$ cat src/rtl/sbrg_pkg.sv
// Purpose: Shared constants and types for the serial baud rate generator.
// Assumes: Registers sit in byte lane 0 of aligned 32-bit Avalon words, save the status count in lane 1.
// Notes:   Constants and types only; no logic lives here.
package sbrg_pkg;

  // ----------------------------------------------------------------
  // Register map (byte addresses)
  // ----------------------------------------------------------------
  localparam logic [3:0] SBRG_OFS_TXCTL = 4'h0;
  localparam logic [3:0] SBRG_OFS_RXCTL = 4'h4;
  localparam logic [3:0] SBRG_OFS_DIV = 4'h8;
  localparam logic [3:0] SBRG_OFS_STAT = 4'hC;

  // ----------------------------------------------------------------
  // Field positions
  // ----------------------------------------------------------------
  localparam int SBRG_TX_CLKSRC = 7;
  localparam int SBRG_TX_SYNC = 4;
  localparam int SBRG_TX_HISPEED = 2;
  localparam int SBRG_RX_PORTEN = 7;
  localparam int SBRG_ST_RXLEVEL = 0;
  localparam int SBRG_ST_ACTIVE = 1;
  localparam int SBRG_ST_COUNT = 8;

  // ----------------------------------------------------------------
  // Reset values and masks
  // ----------------------------------------------------------------
  localparam logic [7:0] SBRG_TXCTL_RST = 8'h00;
  localparam logic [7:0] SBRG_RXCTL_RST = 8'h00;
  localparam logic [7:0] SBRG_DIV_RST = 8'h00;
  localparam logic [7:0] SBRG_TXCTL_WMASK = 8'hF5;
  localparam logic [7:0] SBRG_RXCTL_WMASK = 8'hF8;
  // Shift register empty flag always reads set: no transmitter here
  localparam logic [7:0] SBRG_TXCTL_ROSET = 8'h02;

  // ----------------------------------------------------------------
  // Prescale ratios
  // ----------------------------------------------------------------
  localparam logic [5:0] SBRG_LAST_R4 = 6'h03;
  localparam logic [5:0] SBRG_LAST_R16 = 6'h0F;
  localparam logic [5:0] SBRG_LAST_R64 = 6'h3F;
  localparam logic [1:0] SBRG_TCY_LAST = 2'h3;

  typedef enum logic [1:0] {
    SBRG_RATIO4,
    SBRG_RATIO16,
    SBRG_RATIO64
  } sbrg_ratio_e;

endpackage

$ cat src/rtl/sbrg_prescaler.sv
// Purpose: Instruction-cycle base and 4/16/64 prescaler for the timer.
// Assumes: Ratio select is steady except across a clear.
// Notes:   Clear returns the count to zero on the next edge.
`timescale 1ns/10ps
module sbrg_prescaler (
  // Clock and reset
  input wire logic core_clk,
  input wire logic rst,
  // Control
  input wire logic clear,
  input wire sbrg_pkg::sbrg_ratio_e ratioSel,
  // Ticks
  output logic cycTick,
  output logic presTick
);
  import sbrg_pkg::*;

  typedef struct packed {
    logic [5:0] cnt;
  } sbrg_pre_s;

  sbrg_pre_s q;
  sbrg_pre_s d;
  logic [5:0] lastCnt;

  function automatic logic [5:0] lastOf(sbrg_ratio_e sel);
    case (sel)
      SBRG_RATIO4: lastOf = SBRG_LAST_R4;
      SBRG_RATIO16: lastOf = SBRG_LAST_R16;
      default: lastOf = SBRG_LAST_R64;
    endcase
  endfunction

  always_comb begin
    lastCnt = lastOf(ratioSel);
    // Every ratio is a multiple of four cycles
    cycTick = !clear && (q.cnt[1:0] == SBRG_TCY_LAST);
    presTick = !clear && (q.cnt == lastCnt);
    d = q;
    if (clear || presTick) begin
      d.cnt = 6'h00;
    end else begin
      d.cnt = q.cnt + 6'h01;
    end
  end

  always_ff @(posedge core_clk or posedge rst) begin
    if (rst) begin
      q <= '0;
    end else begin
      q <= d;
    end
  end

  // ----------------------------------------------------------------
  // Checks
  // ----------------------------------------------------------------
  property p_pres_spacing;
    @(posedge core_clk) disable iff (rst)
      presTick |=> (!presTick || clear) [*3];
  endproperty
  a_pres_spacing: assert property (p_pres_spacing)
    else $error("prescaled ticks closer than four cycles");

  property p_pres_slow;
    @(posedge core_clk) disable iff (rst)
      (presTick && ratioSel == SBRG_RATIO64) |=> !presTick [*8];
  endproperty
  a_pres_slow: assert property (p_pres_slow)
    else $error("slow ratio tick came too early");

endmodule

$ cat src/rtl/sbrg_top.sv
// Purpose: Baud rate generator with receive majority sampler, Avalon slave.
// Assumes: Avalon-MM master holds each request until waitrequest is low.
// Notes:   Every request is answered one cycle after it is first seen.
//
// Design decisions made here: the Avalon-MM slave port and the register offsets.
`timescale 1ns/10ps
module sbrg_top (
  // Clock and reset
  input wire logic core_clk,
  input wire logic rst,
  // Avalon-MM slave
  input wire logic [3:0] avs_address,
  input wire logic avs_read,
  input wire logic avs_write,
  input wire logic [31:0] avs_writedata,
  input wire logic [3:0] avs_byteenable,
  output logic [31:0] avs_readdata,
  output logic avs_waitrequest,
  // Serial side
  input wire logic serialReceivePin,
  output logic baudTick,
  output logic rxLevel,
  output logic rateActive
);
  import sbrg_pkg::*;

  // ----------------------------------------------------------------
  // State
  // ----------------------------------------------------------------
  typedef struct packed {
    logic waitReq;
    logic [31:0] rdata;
    logic [7:0] txCtl;
    logic [7:0] rxCtl;
    logic [7:0] divisor;
    logic [7:0] count;
    logic baudTick;
    logic active;
    logic [1:0] rxSync;
    logic [2:0] smp;
    logic rxLevel;
  } sbrg_state_s;

  sbrg_state_s q;
  sbrg_state_s d;

  logic accept;
  logic wrDiv;
  logic portEn;
  logic syncMode;
  logic master;
  logic preClear;
  logic cycTick;
  logic presTick;
  sbrg_ratio_e ratioSel;

  function automatic logic [31:0] readMux(logic [3:0] adr, sbrg_state_s s);
    readMux = 32'h0000_0000;
    case (adr)
      SBRG_OFS_TXCTL: readMux[7:0] = s.txCtl | SBRG_TXCTL_ROSET;
      SBRG_OFS_RXCTL: readMux[7:0] = s.rxCtl;
      SBRG_OFS_DIV: readMux[7:0] = s.divisor;
      SBRG_OFS_STAT: begin
        readMux[SBRG_ST_RXLEVEL] = s.rxLevel;
        readMux[SBRG_ST_ACTIVE] = s.active;
        readMux[SBRG_ST_COUNT +: 8] = s.count;
      end
      default: readMux = 32'h0000_0000;
    endcase
  endfunction

  // ----------------------------------------------------------------
  // Mode decode
  // ----------------------------------------------------------------
  always_comb begin
    portEn = q.rxCtl[SBRG_RX_PORTEN];
    syncMode = q.txCtl[SBRG_TX_SYNC];
    // Clock source select matters only in synchronous mode
    master = !syncMode || q.txCtl[SBRG_TX_CLKSRC];
    // Sync uses the 4x base; high-speed select ignored there
    if (syncMode) begin
      ratioSel = SBRG_RATIO4;
    end else if (q.txCtl[SBRG_TX_HISPEED]) begin
      ratioSel = SBRG_RATIO16;
    end else begin
      ratioSel = SBRG_RATIO64;
    end
  end

  // ----------------------------------------------------------------
  // Bus and generator next state
  // ----------------------------------------------------------------
  always_comb begin
    // A request is taken on the edge where waitrequest is seen low
    accept = !q.waitReq && (avs_read || avs_write);
    wrDiv = accept && avs_write && avs_byteenable[0] &&
            (avs_address == SBRG_OFS_DIV);
    // Prescaler restarts with the timer so a new rate starts clean
    preClear = wrDiv || !portEn;
    d = q;

    d.waitReq = !(q.waitReq && (avs_read || avs_write));
    d.rdata = 32'h0000_0000;
    if (q.waitReq && avs_read) begin
      d.rdata = readMux(avs_address, q);
    end
    if (accept && avs_write && avs_byteenable[0]) begin
      case (avs_address)
        SBRG_OFS_TXCTL: d.txCtl = avs_writedata[7:0] & SBRG_TXCTL_WMASK;
        SBRG_OFS_RXCTL: d.rxCtl = avs_writedata[7:0] & SBRG_RXCTL_WMASK;
        SBRG_OFS_DIV: d.divisor = avs_writedata[7:0];
        default: d.divisor = q.divisor;
      endcase
    end

    // Up-counter: count 0..n prescaled periods, then wrap
    d.baudTick = 1'b0;
    d.active = portEn && master;
    if (preClear) begin
      d.count = 8'h00;
    end else if (presTick) begin
      if (q.count == q.divisor) begin
        d.count = 8'h00;
        d.baudTick = master;
      end else begin
        d.count = q.count + 8'h01;
      end
    end

    // Pin passes two flops before the sampler looks at it
    d.rxSync = {q.rxSync[0], serialReceivePin};
    if (!portEn) begin
      d.smp = 3'b111;
      d.rxLevel = 1'b1;
    end else if (cycTick) begin
      d.smp = {q.smp[1:0], q.rxSync[1]};
      // Two of three samples decide the level
      d.rxLevel = (q.smp[0] & q.smp[1]) | (q.smp[1] & q.smp[2]) |
                  (q.smp[0] & q.smp[2]);
    end
  end

  always_ff @(posedge core_clk or posedge rst) begin
    if (rst) begin
      q.waitReq <= 1'b1;
      q.rdata <= 32'h0000_0000;
      q.txCtl <= SBRG_TXCTL_RST;
      q.rxCtl <= SBRG_RXCTL_RST;
      q.divisor <= SBRG_DIV_RST;
      q.count <= 8'h00;
      q.baudTick <= 1'b0;
      q.active <= 1'b0;
      q.rxSync <= 2'b11;
      q.smp <= 3'b111;
      q.rxLevel <= 1'b1;
    end else begin
      q <= d;
    end
  end

  sbrg_prescaler u_pre (
    .core_clk(core_clk),
    .rst(rst),
    .clear(preClear),
    .ratioSel(ratioSel),
    .cycTick(cycTick),
    .presTick(presTick)
  );

  assign avs_readdata = q.rdata;
  assign avs_waitrequest = q.waitReq;
  assign baudTick = q.baudTick;
  assign rxLevel = q.rxLevel;
  assign rateActive = q.active;

  // ----------------------------------------------------------------
  // Checks
  // ----------------------------------------------------------------
  property p_div_clear;
    @(posedge core_clk) disable iff (rst)
      wrDiv |=> (q.count == 8'h00) && !q.baudTick;
  endproperty
  a_div_clear: assert property (p_div_clear)
    else $error("divisor write did not clear the timer");

  property p_port_off;
    @(posedge core_clk) disable iff (rst)
      !portEn ##1 !portEn |-> (q.count == 8'h00) && !q.baudTick;
  endproperty
  a_port_off: assert property (p_port_off)
    else $error("generator ran while port disabled");

  property p_slave_quiet;
    @(posedge core_clk) disable iff (rst)
      (syncMode && !q.txCtl[SBRG_TX_CLKSRC]) |=> !q.baudTick;
  endproperty
  a_slave_quiet: assert property (p_slave_quiet)
    else $error("tick produced in slave mode");

  property p_wrap;
    @(posedge core_clk) disable iff (rst)
      q.baudTick |-> (q.count == 8'h00) && ($past(q.count) == q.divisor);
  endproperty
  a_wrap: assert property (p_wrap)
    else $error("tick not at terminal count");

  property p_sync_ratio;
    @(posedge core_clk) disable iff (rst)
      syncMode |-> ratioSel == SBRG_RATIO4;
  endproperty
  a_sync_ratio: assert property (p_sync_ratio)
    else $error("sync mode not on four-cycle base");

  property p_async_ratio;
    @(posedge core_clk) disable iff (rst)
      (!syncMode && q.txCtl[SBRG_TX_HISPEED]) |-> ratioSel == SBRG_RATIO16;
  endproperty
  a_async_ratio: assert property (p_async_ratio)
    else $error("high speed ratio not selected");

  property p_majority;
    @(posedge core_clk) disable iff (rst)
      (portEn && cycTick && q.smp == 3'b000) |=> !q.rxLevel;
  endproperty
  a_majority: assert property (p_majority)
    else $error("majority of low samples not resolved low");

  property p_answer;
    @(posedge core_clk) disable iff (rst)
      (q.waitReq && (avs_read || avs_write)) |=> !avs_waitrequest;
  endproperty
  a_answer: assert property (p_answer)
    else $error("bus request not answered in one cycle");

endmodule

$ cat config.mk
export PLATFORM = sky130hd
export DESIGN_NAME = sbrg_top
export DESIGN_NICKNAME = d
export VERILOG_FILES = /design/src/rtl/sbrg_pkg.sv /design/src/rtl/sbrg_prescaler.sv /design/src/rtl/sbrg_top.sv
export SDC_FILE = /design/constraint.sdc
export NUM_CORES = 1
export LEC_CHECK = 0
export BUFFER_PORTS_ARGS = -buffer_cell sky130_fd_sc_hd__clkbuf_2
export CAP_MARGIN = 20
export CORE_ASPECT_RATIO = 0.7
export CORE_MARGIN = 2
export CORE_UTILIZATION = 55
export CTS_CLUSTER_SIZE = 20
export DETAILED_ROUTE_END_ITERATION = 16
export PLACE_DENSITY = 0.95
export SETUP_SLACK_MARGIN = 0.5
export SYNTH_ARGS = -nofsm -noshare
export SYNTH_HDL_FRONTEND = slang
export SYNTH_SLANG_ARGS = --single-unit
$ cat constraint.sdc
create_clock -name core_clk -period 2.88 [get_ports core_clk]
set_input_delay 0.144 -clock core_clk [delete_from_list [all_inputs] [get_ports core_clk]]
set_output_delay 0.144 -clock core_clk [all_outputs]
set_load 0.02 [all_outputs]
Word level (Yosys, flattened, before mapping)
Cells that the tools add are included.
Word-level totals
  flip-flop bits (word level): 74
  input port bits: 45
Cells by class
  add/subtract/negate cells: 2
  eq/ne operators: 8
  multiplexer cells: 15
  bitwise operators: 5
  reductions and logical operators: 24
Operator list (number)
  8-bit two-way mux: 3
  6-bit one-hot mux with 3 select lines: 1
  16-bit two-way mux: 1
  6-bit one-hot mux with 2 select lines: 1
  1-bit logical AND: 9
  9-bit two-way mux: 1
  8-bit by 1-bit adder with 8-bit output (second input constant): 1
  4-bit equality test (second input constant): 2
  8-bit equality test: 1
  4-bit two-way mux: 2
  6-bit by 1-bit adder with 6-bit output (second input constant): 1
  6-bit equality test: 1
  6-bit two-way mux: 1
  2-bit one-hot mux with 3 select lines: 1
  2-bit AND reduction: 3
  1-bit logical NOT: 5
  4-bit by 3-bit equality test with 1-bit output (second input constant): 1
  4-bit logical NOT: 1
  1-bit logical OR: 4
  2-bit two-way mux: 2
  1-bit bitwise AND: 3
  2-bit by 1-bit equality test with 1-bit output (second input constant): 1
  2-bit equality test (second input constant): 1
  2-bit logical NOT: 1
  other kinds (4): 6

Longest topological paths before layout
Gate-level depths: netlist (run 1).
  depth in word-level cells: 10
  mapped depth: 6
  depth with buffers taken out: 6

By module
A second synthesis (run 1) with hierarchy kept.
Unflattened totals
  cell total of the unflattened synthesis: 257
  area, all modules: 2837.7 um2
By module, submodules not included
  sbrg_top: instances 1, cells each 226, area each 2506.2 um2, seq. area each 1310.0 um2
  sbrg_prescaler: instances 1, cells each 31, area each 331.6 um2, seq. area each 150.1 um2

Least setup slack after synthesis (run 1)
OpenSTA, ideal clock, no wires.
  path kind: register -> register
  start point: register q[8] (netlist name)
  end point: register q[11] (netlist name)
  data arrival time: 1.537 ns
  data required time: 2.750 ns
  setup slack: 1.214 ns
  stages on the path, launching flop included: 6
  buffers on the path: 0
  clock period less this slack: 1.666 ns
  cell sequence: dfrtp_1 xor2_1 nor4_1 nand2_1 a32oi_1 o41ai_1
On the way
  longest elaborated chain between the ends: 4
  elaborated cells between the ends (all ways): 5
RTL lines
  start: declaration: RTL line sbrg_top.sv:44  | sbrg_state_s q;
  8-bit by 1-bit adder with 8-bit output / 8-bit equality test (equally long branches): RTL line sbrg_top.sv:126, sbrg_top.sv:122
  8-bit two-way mux (*): RTL line sbrg_top.sv:122  | if (q.count == q.divisor) begin
  9-bit two-way mux (*): RTL line sbrg_top.sv:121  | end else if (presTick) begin
  8-bit two-way mux (*): RTL line sbrg_top.sv:119  | if (preClear) begin
Mark *: on every way between the ends. The rest lies on a longest branch, timed or not. The select of a mux whose other input is x is not followed.
A chain may end at the register's enable or synchronous reset.

Worst setup path in the final report (run 1)
  start point: register q (netlist bit avs_waitrequest)
  end point: register q[12] (netlist name)
On the way
  longest elaborated chain between the ends: 9
  elaborated cells between the ends (all ways): 10
RTL lines
  1-bit logical NOT (*): RTL line sbrg_top.sv:95  | accept = !q.waitReq && (avs_read || avs_write);
  1-bit logical AND (*): RTL line sbrg_top.sv:95
  1-bit logical AND (*) (3 in a row): RTL line sbrg_top.sv:96  | wrDiv = accept && avs_write && avs_byteenable[0] &&
  1-bit logical OR (*): RTL line sbrg_top.sv:99  | preClear = wrDiv || !portEn;
  1-bit logical NOT: RTL line sbrg_prescaler.sv:38  | presTick = !clear && (q.cnt == lastCnt);
  1-bit logical AND: RTL line sbrg_prescaler.sv:38
  2-bit nonzero test (no source line)
Mark *: on every way between the ends. The rest lies on a longest branch, timed or not.

==> run_results.csv, run 1 <==
group,metric,value,unit
outcome,status,"complete, no violations",
layout,area_growth,10.5,%
power_and_ir_drop,p_leak,1.59,nW
hold_path,holdPathStages,2,
layout,drive_above_1_share,25.5,%
hold_path,min_to,"q[17]$_DFFE_PP0P_",
cts,clock_sinks,58,
setup_path,worstPathRequired,3.09,ns
cts,insertion_delay,0.33,ns
layout,antennaDiodeCount,0,
setup_path,worstPathMaxFanout,14,
drt,drt_drc_violations_left,0,
setup_path,crit_type,"flip-flop to flip-flop",
timing,fin_tns_setup,0,ns
timing,slew_viol_final,0,
die,die_y,64.3,microns
yosys,syn_avg_cell_area,10.7,sq um
cts,cts_tree,"done",
timing,clock.fmax,0.463,GHz
drt,viasPerCell,5.47,
job,drv_cap,0,
setup_path,r2r-start,"avs_waitrequest$_DFF_PP1_",
placement,portBuffers,37,
yosys,synth_seq_cells,58,
power_and_ir_drop,peakVddDrop,437,uV
yosys,synth_top_area_share,44.7,%
hold_path,hold_path_class,"input pin to flip-flop",
cts,post-cts-setup-buffer-count,0,
global_routing,antenna_found_initial,0,
setup_path,worst_path_max_delay_cell,"dfstp_2",
yosys,yosysSeqAreaShare,51.2,%
layout,mostFrequentLayoutCell,"dfrtp_1",
timing,setup_violations,0,
yosys,synth_edf_count,0,
cts,cts_made_buffers,9,
yosys,synth_area,2850,sq um
timing,min_period,2.16,ns
setup_path,rr_worst_depth,4,
setup_path,arrival,2.37,ns
die,row_count,21,
global_routing,overflow,0,
drt,dr.pass1.iters,4,
layout,layout.nets,340,
yosys,synth_area_leaders,"dfrtp_1, buf_4, dfstp_2",
setup_path,path_cells,"or3b_1 > or2_1 > nand2_1 > o41ai_1",
timing,grt_setup_unrepaired,"no",
timing,hold_viol,0,
yosys,yosys_warnings,0,
placement,gp_congestion,0.848,
layout,multi_input_area,1150,sq um
yosys,yosys.area.top_type,"dfrtp_1",
yosys,synthArstFlopShare,100,%
layout,fin_util,64.5,%
die,chipWidth,90.1,microns
die,die_area,5790,sq um
drt,wl,5740,microns
setup_path,critPathLaunchType,"flip-flop",
setup_path,r2r-end,"q[12]$_DFFE_PP0N_",
die,initial_core_util,58.4,%
global_routing,grt_max_degree,42,
layout,final_cell_mix,"dfrtp_1, clkbuf_2, nor2_1",
layout,regArea,1460,sq um
setup_path,r2r_slack,0.72,ns
setup_path,cp_slowest_stage_delay,0.56,ns
die,core_area,4890,sq um
drt,wl_per_cell,15.7,microns
drt,ant_nets,0,
timing,relSlewSlack,50.1,%
yosys,yosysUniqueCellTypes,48,
layout,n_fill_cell,380,
timing,tightest_slew,0.741,ns
placement,dp_hpwl,4130,microns
setup_path,end_kind,"flip-flop",
cts,path_clk_slew,0.06,ns
global_routing,grt_pass1_wl,9760,microns
cts,clockBufferDepth,2,
global_routing,grt_pass1_vias,2030,
global_routing,grt_usage,22.1,%
cts,cts_max_level,3,
cts,cts-root-buf,"clkbuf_8",
power_and_ir_drop,power_density,712,nW/um^2
timing,layout_worst_path_cycle_share,75.0,%
hold_path,min_from,"avs_writedata[1]",
drt,drt-initial-drc-count,166,
yosys,syn_inst,266,
drt,vias,2006,
timing,skew,0.00353,ns
yosys,synth-main-ff-cell,"dfrtp_1",
die,num_io_pins,81,
==> layout make-up <==
type,instances,share of cell area (%)
clock inverter,2,1.11
inverter,4,0.476
multi-input combinational,178,36.5
clock buffer,14,5.48
sequential,58,46.3
tap,69,2.74
timing repair buffer,42,7.38
==> cell families after synthesis <==
logic type	share of synthesized area (%)
DFF	51.2
and+or+nand+nor	16.3
buffers and inverters	10.5
xor gates and xnor gates	3.07
other	0.131
muxes	8.82
adders and majority gates	0.877
AOI/OAI and AO/OA	9.17
==> how the worst max path moves through the flow <==
stage / start / end / slack (ns) / depth (start not counted)
after floorplan: q[8]$_DFFE_PP0N_ / q[11]$_DFFE_PP0N_ / 1.21 / 5
after global placement: avs_waitrequest$_DFF_PP1_ / q[12]$_DFFE_PP0N_ / 0.89 / 4
after detailed placement: avs_waitrequest$_DFF_PP1_ / q[12]$_DFFE_PP0N_ / 0.73 / 4
after CTS: avs_waitrequest$_DFF_PP1_ / q[12]$_DFFE_PP0N_ / 0.70 / 4
after global routing: avs_waitrequest$_DFF_PP1_ / q[11]$_DFFE_PP0N_ / 0.55 / 4
final: avs_waitrequest$_DFF_PP1_ / q[12]$_DFFE_PP0N_ / 0.72 / 4
==> critical path, delay by kind of cell, from the launching register on <==
family / cells / cell delay [ns]
AND/OR/NAND/NOR: 3 / 1.02
flip-flops: 1 / 0.56
AO/OA/AOI/OAI: 1 / 0.46
==> synth_stat cells, types with 4 or more instances <==
library cell and count:
buf_4 32, mux2_2 11, mux2_1 6, clkbuf_1 5, inv_1 4, o21ai_0 7
xor2_1 9, nand2_1 20, a21oi_1 16, and2_1 9, dfrtp_1 51, and3_1 4
mux2i_1 6, dfstp_2 7, nand3_1 13, nor2_1 21
==> where the power goes <==
part	switching (W)	internal (W)
Sequential	0.000108	0.000946
Clock	0.000295	0.000469
Combinational	0.000265	0.000159
==> flip-flops by register name (all words and copies together), names as in the netlist <==
signal	flops
portEn	1
rxLevel	1
rateActive	1
baudTick	1
avs_waitrequest	1
d	1
avs_readdata	16
q	30
u_pre.q	6
==> through the flow <==
| stage | instance area, sq um | hold WS, ns | power, W | setup slack (ns) | cells |
|---|---|---|---|---|---|
| global route | 3150 | 0.0234 | 0.00238 | 0.553 | 367 |
| floorplan | 2910 | 0.148 | 0.00137 | 1.21 | 281 |
| finish | 3150 | 0.0367 | 0.00224 | 0.721 | 367 |
| CTS | 3150 | 0.0276 | 0.00226 | 0.705 | 367 |
| detailed placement | 2900 | 0.122 | 0.00148 | 0.731 | 347 |
| global placement | 2900 | 0.111 | 0.00144 | 0.893 | 347 |
==> routing by layer <==
metal	global-route usage [%]	vias to the layer above	wire [microns]
li1	-	940	-
met1	26.9	973	2470
met2	33.8	81	2700
met3	10.0	12	440
met4	10.4	0	130
met5	0	-	0
==> timing repair <==
action                     CTS  global route
setup endpoints to repair    0             0
hold buffers                 4             0
resized for setup            0             0
hold endpoints to repair    14             0
(Power assumes the default switching activity.)
==> inputs of run 2 (changes only) <==
--- a/config.mk
+++ b/config.mk
@@ -9,10 +9,10 @@
 export CAP_MARGIN = 20
 export CORE_ASPECT_RATIO = 0.7
 export CORE_MARGIN = 2
-export CORE_UTILIZATION = 55
+export CORE_UTILIZATION = 47
 export CTS_CLUSTER_SIZE = 20
 export DETAILED_ROUTE_END_ITERATION = 16
-export PLACE_DENSITY = 0.95
+export PLACE_DENSITY = 0.87
 export SETUP_SLACK_MARGIN = 0.5
 export SYNTH_ARGS = -nofsm -noshare
 export SYNTH_HDL_FRONTEND = slang
==> constraint.sdc (replaced) <==
create_clock -name core_clk -period 1.9 [get_ports core_clk]
set_input_delay 0.095 -clock core_clk [delete_from_list [all_inputs] [get_ports core_clk]]
set_output_delay 0.095 -clock core_clk [all_outputs]
set_load 0.02 [all_outputs]
==> run_results.csv, run 2 (synthesis results as in run 1) <==
group,metric,value,unit
outcome,status,"complete, no violations",
hold_path,hold_path_class,"input pin to flip-flop",
die,num_io_pins,81,
timing,slew_viol_final,0,
layout,area_growth,31.8,%
setup_path,critPathLaunchType,"flip-flop",
timing,layout_worst_path_cycle_share,89.5,%
cts,insertion_delay,0.33,ns
setup_path,crit_buf_inv,2,
global_routing,antenna_found_initial,0,
drt,wl_per_cell,17.8,microns
die,initial_core_util,49.3,%
power_and_ir_drop,peakVddDrop,874,uV
drt,dr.pass1.iters,4,
drt,wl_met2,3710,microns
layout,drive_above_1_share,45.0,%
drt,ant_nets,0,
die,row_count,23,
layout,layout.nets,373,
placement,post_dp_cell_area,3090,sq um
power_and_ir_drop,p_total,0.00393,W
setup_path,worst_path_max_delay_cell,"dfrtp_1",
placement,portBuffers,37,
drt,vias,2226,
die,chipWidth,97.1,microns
layout,final_area,3760,sq um
layout,largest_register_ffs,30,
setup_path,crit_top_cell,"buf_6",
cts,clock_sinks,58,
drt,wl,7210,microns
job,drv_cap,0,
timing,hold_viol,0,
setup_path,worstPathMaxFanout,6,
global_routing,grt_usage,20.8,%
timing,clock.fmax,0.588,GHz
cts,clockBufferDepth,2,
setup_path,arrival,1.92,ns
drt,m1WireLength,2950,microns
timing,min_period,1.70,ns
cts,cts_tree,"done",
global_routing,grt_pass1_wl,11000,microns
drt,viasPerCell,5.48,
cts,cts-root-buf,"clkbuf_8",
drt,drt_drc_violations_left,0,
drt,dr.max_layer_used,"met4",
power_and_ir_drop,p_leak,1.84,nW
die,core_area,5780,sq um
drt,met3_length,453,microns
layout,mostFrequentLayoutCell,"dfrtp_1",
die,die_y,69.2,microns
cts,cts_max_level,3,
timing,skew,0.00493,ns
cts,path_clk_slew,0.07,ns
timing,hold_ws,0.0231,ns
timing,setup_violations,0,
placement,gp_congestion,0.850,
timing,grt_setup_unrepaired,"yes",
die,die_area,6720,sq um
global_routing,grt_max_degree,59,
layout,antennaDiodeCount,0,
setup_path,worstPathRequired,2.12,ns
setup_path,cpLargestDelayFamily,"compound AO/OA/AOI/OAI gates",
setup_path,crit_type,"flip-flop to flip-flop",
setup_path,path_cells,"nor2_4 > buf_6 > nand4_1 > o41a_1 > buf_6 > o21ai_2 > a21oi_1",
global_routing,grt_pass1_vias,2214,
drt,drt-initial-drc-count,220,
power_and_ir_drop,power_density,1050,nW/um^2
timing,fin_tns_setup,0,ns
global_routing,overflow,0,
cts,cts_made_buffers,9,
layout,fin_util,65.0,%
placement,dp_hpwl,4110,microns
setup_path,cp_slowest_stage_delay,0.43,ns
setup_path,end_kind,"flip-flop",
layout,largest-register,"q",
layout,final_cell_mix,"dfrtp_1, clkbuf_2, buf_4",
## run 2: changes by cell type in the layout (fill, tap and decap cells not counted), moves of 4 or more
cell	before	now
buf_4	1	18
nand3_2	0	7
nand3_1	13	5
nand2_2	1	5
o21ai_0	7	3
buf_6	0	12
nand2_1	20	15
mux2_1	6	0
nor2_1	21	17
mux2_4	0	15
mux2_2	11	2
## run 2: cell type report
type | count | area [sq um]
clock buffers | 11 | 141
inverters | 4 | 21.3
flip-flops and latches | 58 | 1460
clock inverters | 5 | 77.6
repair buffers | 75 | 556
well taps | 75 | 93.8
multi-input cells | 178 | 1410
fillers | 406 | 2030
## run 2: layer usage
| layer | vias to the layer above | GRT usage (%) |
|---|---|---|
| li1 | 996 | - |
| met1 | 1114 | 27.2 |
| met2 | 104 | 32.8 |
| met3 | 12 | 5.44 |
| met4 | 0 | 9.23 |
| met5 | - | 0 |
## run 2: timing repair
action,in CTS,in global routing
pin swaps,12,19
endpoints found under the hold margin,55,0
hold buffers,6,0
setup endpoints to repair,36,46
gates resized for setup,35,29
buffers inserted,13,4
## run 2: final timing paths
kind | from | to | slack, ns | cells after the start
max in group asynchronous | rst | q[3]$_DFFE_PP1P_ | 1.21 | 4
max | u_pre.q[5]$_DFF_PP0_ | q[15]$_DFFE_PP0N_ | 0.20 | 7
min reg2reg | d[5]$_DFF_PP1_ | q[5]$_DFF_PP1_ | 0.36 | 0
max reg2reg | u_pre.q[5]$_DFF_PP0_ | q[15]$_DFFE_PP0N_ | 0.20 | 7
min | avs_writedata[3] | q[27]$_DFFE_PP0P_ | 0.02 | 2
min in group asynchronous | rst | baudTick$_DFF_PP0_ | 0.38 | 4
## run 2: stage by stage
stage	instances	setup slack, ns
after global placement	367	0.213
final	406	0.200
after global routing	406	0.156
after floorplan	281	0.259
after detailed placement	367	0.192
after CTS	402	0.237
## run 2: power breakdown
part / leakage [nW] / switching (W) / internal (W)
clock network: 0.109 / 0.000471 / 0.000769
logic: 0.972 / 0.000563 / 0.000499
registers: 0.756 / 0.000197 / 0.00143
total: 1.84 / 0.00123 / 0.00270
==> inputs of run 3 (changes only) <==
--- a/config.mk
+++ b/config.mk
@@ -12,7 +12,7 @@
 export CORE_UTILIZATION = 47
 export CTS_CLUSTER_SIZE = 20
 export DETAILED_ROUTE_END_ITERATION = 16
-export PLACE_DENSITY = 0.87
+export PLACE_DENSITY = 0.78
 export SETUP_SLACK_MARGIN = 0.5
 export SYNTH_ARGS = -nofsm -noshare
 export SYNTH_HDL_FRONTEND = slang
==> run_results.csv, run 3 (synthesis results as in run 1) <==
group,metric,value,unit
layout,n_fill_cell,438,
timing,clock.fmax,0.586,GHz
cts,cts_made_buffers,9,
global_routing,grt_usage,19.8,%
timing,layout_worst_path_cycle_share,89.8,%
layout,largest_register_ffs,30,
drt,drt_drc_violations_left,0,
setup_path,cp_slowest_stage_delay,0.46,ns
job,drv_cap,0,
setup_path,worstPathMaxFanout,8,
drt,ant_nets,0,
timing,hold_ws,0.0219,ns
cts,path_clk_slew,0.07,ns
placement,post-place-ws,0.176,ns
setup_path,rr_worst_depth,5,
global_routing,grt_pass1_vias,2138,
global_routing,grt_max_degree,22,
setup_path,worst_path_max_delay_cell,"dfrtp_2",
setup_path,arrival,1.92,ns
layout,antennaDiodeCount,0,
power_and_ir_drop,power_density,1010,nW/um^2
timing,hold_viol,0,
global_routing,grt_pass1_wl,10500,microns
cts,cts-root-buf,"clkbuf_8",
hold_path,hold_path_class,"input pin to flip-flop",
drt,drt-initial-drc-count,81,
global_routing,antenna_found_initial,0,
die,die_area,6720,sq um
layout,mostFrequentLayoutCell,"dfrtp_1",
timing,fin_tns_setup,0,ns
drt,wl,6880,microns
power_and_ir_drop,p_leak,1.84,nW
die,die_y,69.2,microns
global_routing,overflow,0,
die,initial_core_util,49.3,%
setup_path,crit_type,"flip-flop to flip-flop",
layout,layout.nets,374,
drt,vias,2170,
timing,setup_violations,0,
cts,clock_sinks,58,
hold_path,min_from,"avs_writedata[3]",
die,chipWidth,97.1,microns
setup_path,r2r-start,"q[8]$_DFFE_PP0N_",
hold_path,holdPathStages,2,
timing,skew,0.00785,ns
drt,wl_per_cell,16.9,microns
outcome,status,"complete, no violations",
power_and_ir_drop,p_total,0.00380,W
setup_path,r2r-end,"q[11]$_DFFE_PP0N_",
die,num_io_pins,81,
placement,gp_congestion,0.862,
drt,viasPerCell,5.33,
cts,insertion_delay,0.34,ns
cts,cts_max_level,3,
timing,slew_viol_final,0,
setup_path,r2r_slack,0.19,ns
power_and_ir_drop,peakVddDrop,892,uV
placement,portBuffers,37,
setup_path,path_cells,"xor2_1 > nor4_2 > nand2_2 > a32oi_1 > o41ai_1",
timing,grt_setup_unrepaired,"yes",
layout,largest-register,"q",
drt,dr.pass1.iters,4,
placement,dp_hpwl,4250,microns
cts,clockBufferDepth,2,
setup_path,worstPathRequired,2.11,ns
die,core_area,5780,sq um
timing,setup_ws,0.194,ns
cts,cts_tree,"done",
layout,area_growth,32.3,%
die,row_count,23,
layout,drive_above_1_share,47.9,%
layout,final_cell_mix,"dfrtp_1, clkbuf_2, buf_4",
setup_path,critPathLaunchType,"flip-flop",
timing,min_period,1.71,ns
setup_path,end_kind,"flip-flop",
hold_path,min_to,"q[27]$_DFFE_PP0P_",
-- run 3: changes by cell type in the layout (fill, tap and decap cells not counted), moves of 3 or more --
| cell | delta |
|---|---|
| dfrtp_2 | +3 |
| a21oi_2 | +3 |
| buf_6 | -4 |
| dfrtp_1 | -3 |
| buf_4 | +5 |
-- run 3: timing repair --
item,in CTS,in global routing
resized for setup,26,46
endpoints found under the hold margin,22,0
setup endpoints to repair,45,36
pin swaps,11,21
buffers inserted,14,6
hold buffers,6,0
-- run 3: worst max-delay path by stage --
stage | from | end | slack [ns] | depth (start not counted)
floorplan | avs_waitrequest$_DFF_PP1_ | q[16]$_DFFE_PP0P_ | 0.26 | 5
global placement | u_pre.q[0]$_DFF_PP0_ | q[13]$_DFFE_PP0N_ | 0.22 | 5
detailed placement | u_pre.q[0]$_DFF_PP0_ | q[13]$_DFFE_PP0N_ | 0.18 | 5
CTS | q[34]$_DFFE_PP0P_ | q[13]$_DFFE_PP0N_ | 0.23 | 5
global route | q[8]$_DFFE_PP0N_ | q[12]$_DFFE_PP0N_ | 0.12 | 5
finish | q[8]$_DFFE_PP0N_ | q[11]$_DFFE_PP0N_ | 0.19 | 5
-- run 3: area by class of cell --
cell class	instances	area [sq um]	share of cell area [%]
multi-input cells	178	1450	38.5
well taps	75	93.8	2.49
inverters	4	21.3	0.564
flip-flops and latches	58	1470	38.8
repair buffers	76	548	14.5
clock buffers	9	124	3.28
clock inverters	7	68.8	1.82
-- run 3: layer usage --
metal	vias up	global-route usage (%)	routed length [microns]
met5	-	0	0
li1	1007	-	-
met1	1080	25.9	3030
met2	67	31.3	3350
met4	0	7.51	165
met3	16	6.05	327
-- run 3: critical path, delay by kind of cell, from the launching register on --
| kind | cells | cell delay [ns] |
|---|---|---|
| XOR/XNOR | 1 | 0.20 |
| AND/OR/NAND/NOR | 2 | 0.59 |
| flip-flops | 1 | 0.46 |
| AO/OA/AOI/OAI | 2 | 0.33 |
-- run 3: per-stage QoR --
| stage | cell area [sq um] | instances | utilization, % |
|---|---|---|---|
| CTS | 3530 | 401 | 61.1 |
| finish | 3770 | 407 | 65.2 |
| floorplan | 2990 | 281 | - |
| global route | 3770 | 407 | 65.2 |
| detailed placement | 3060 | 365 | 53.0 |
| global placement | 3060 | 365 | 53.0 |
-- run 3: where the power goes --
group	switching, W	internal (W)
Clock	0.000504	0.000602
Sequential	0.000197	0.00144
Combinational	0.000566	0.000493
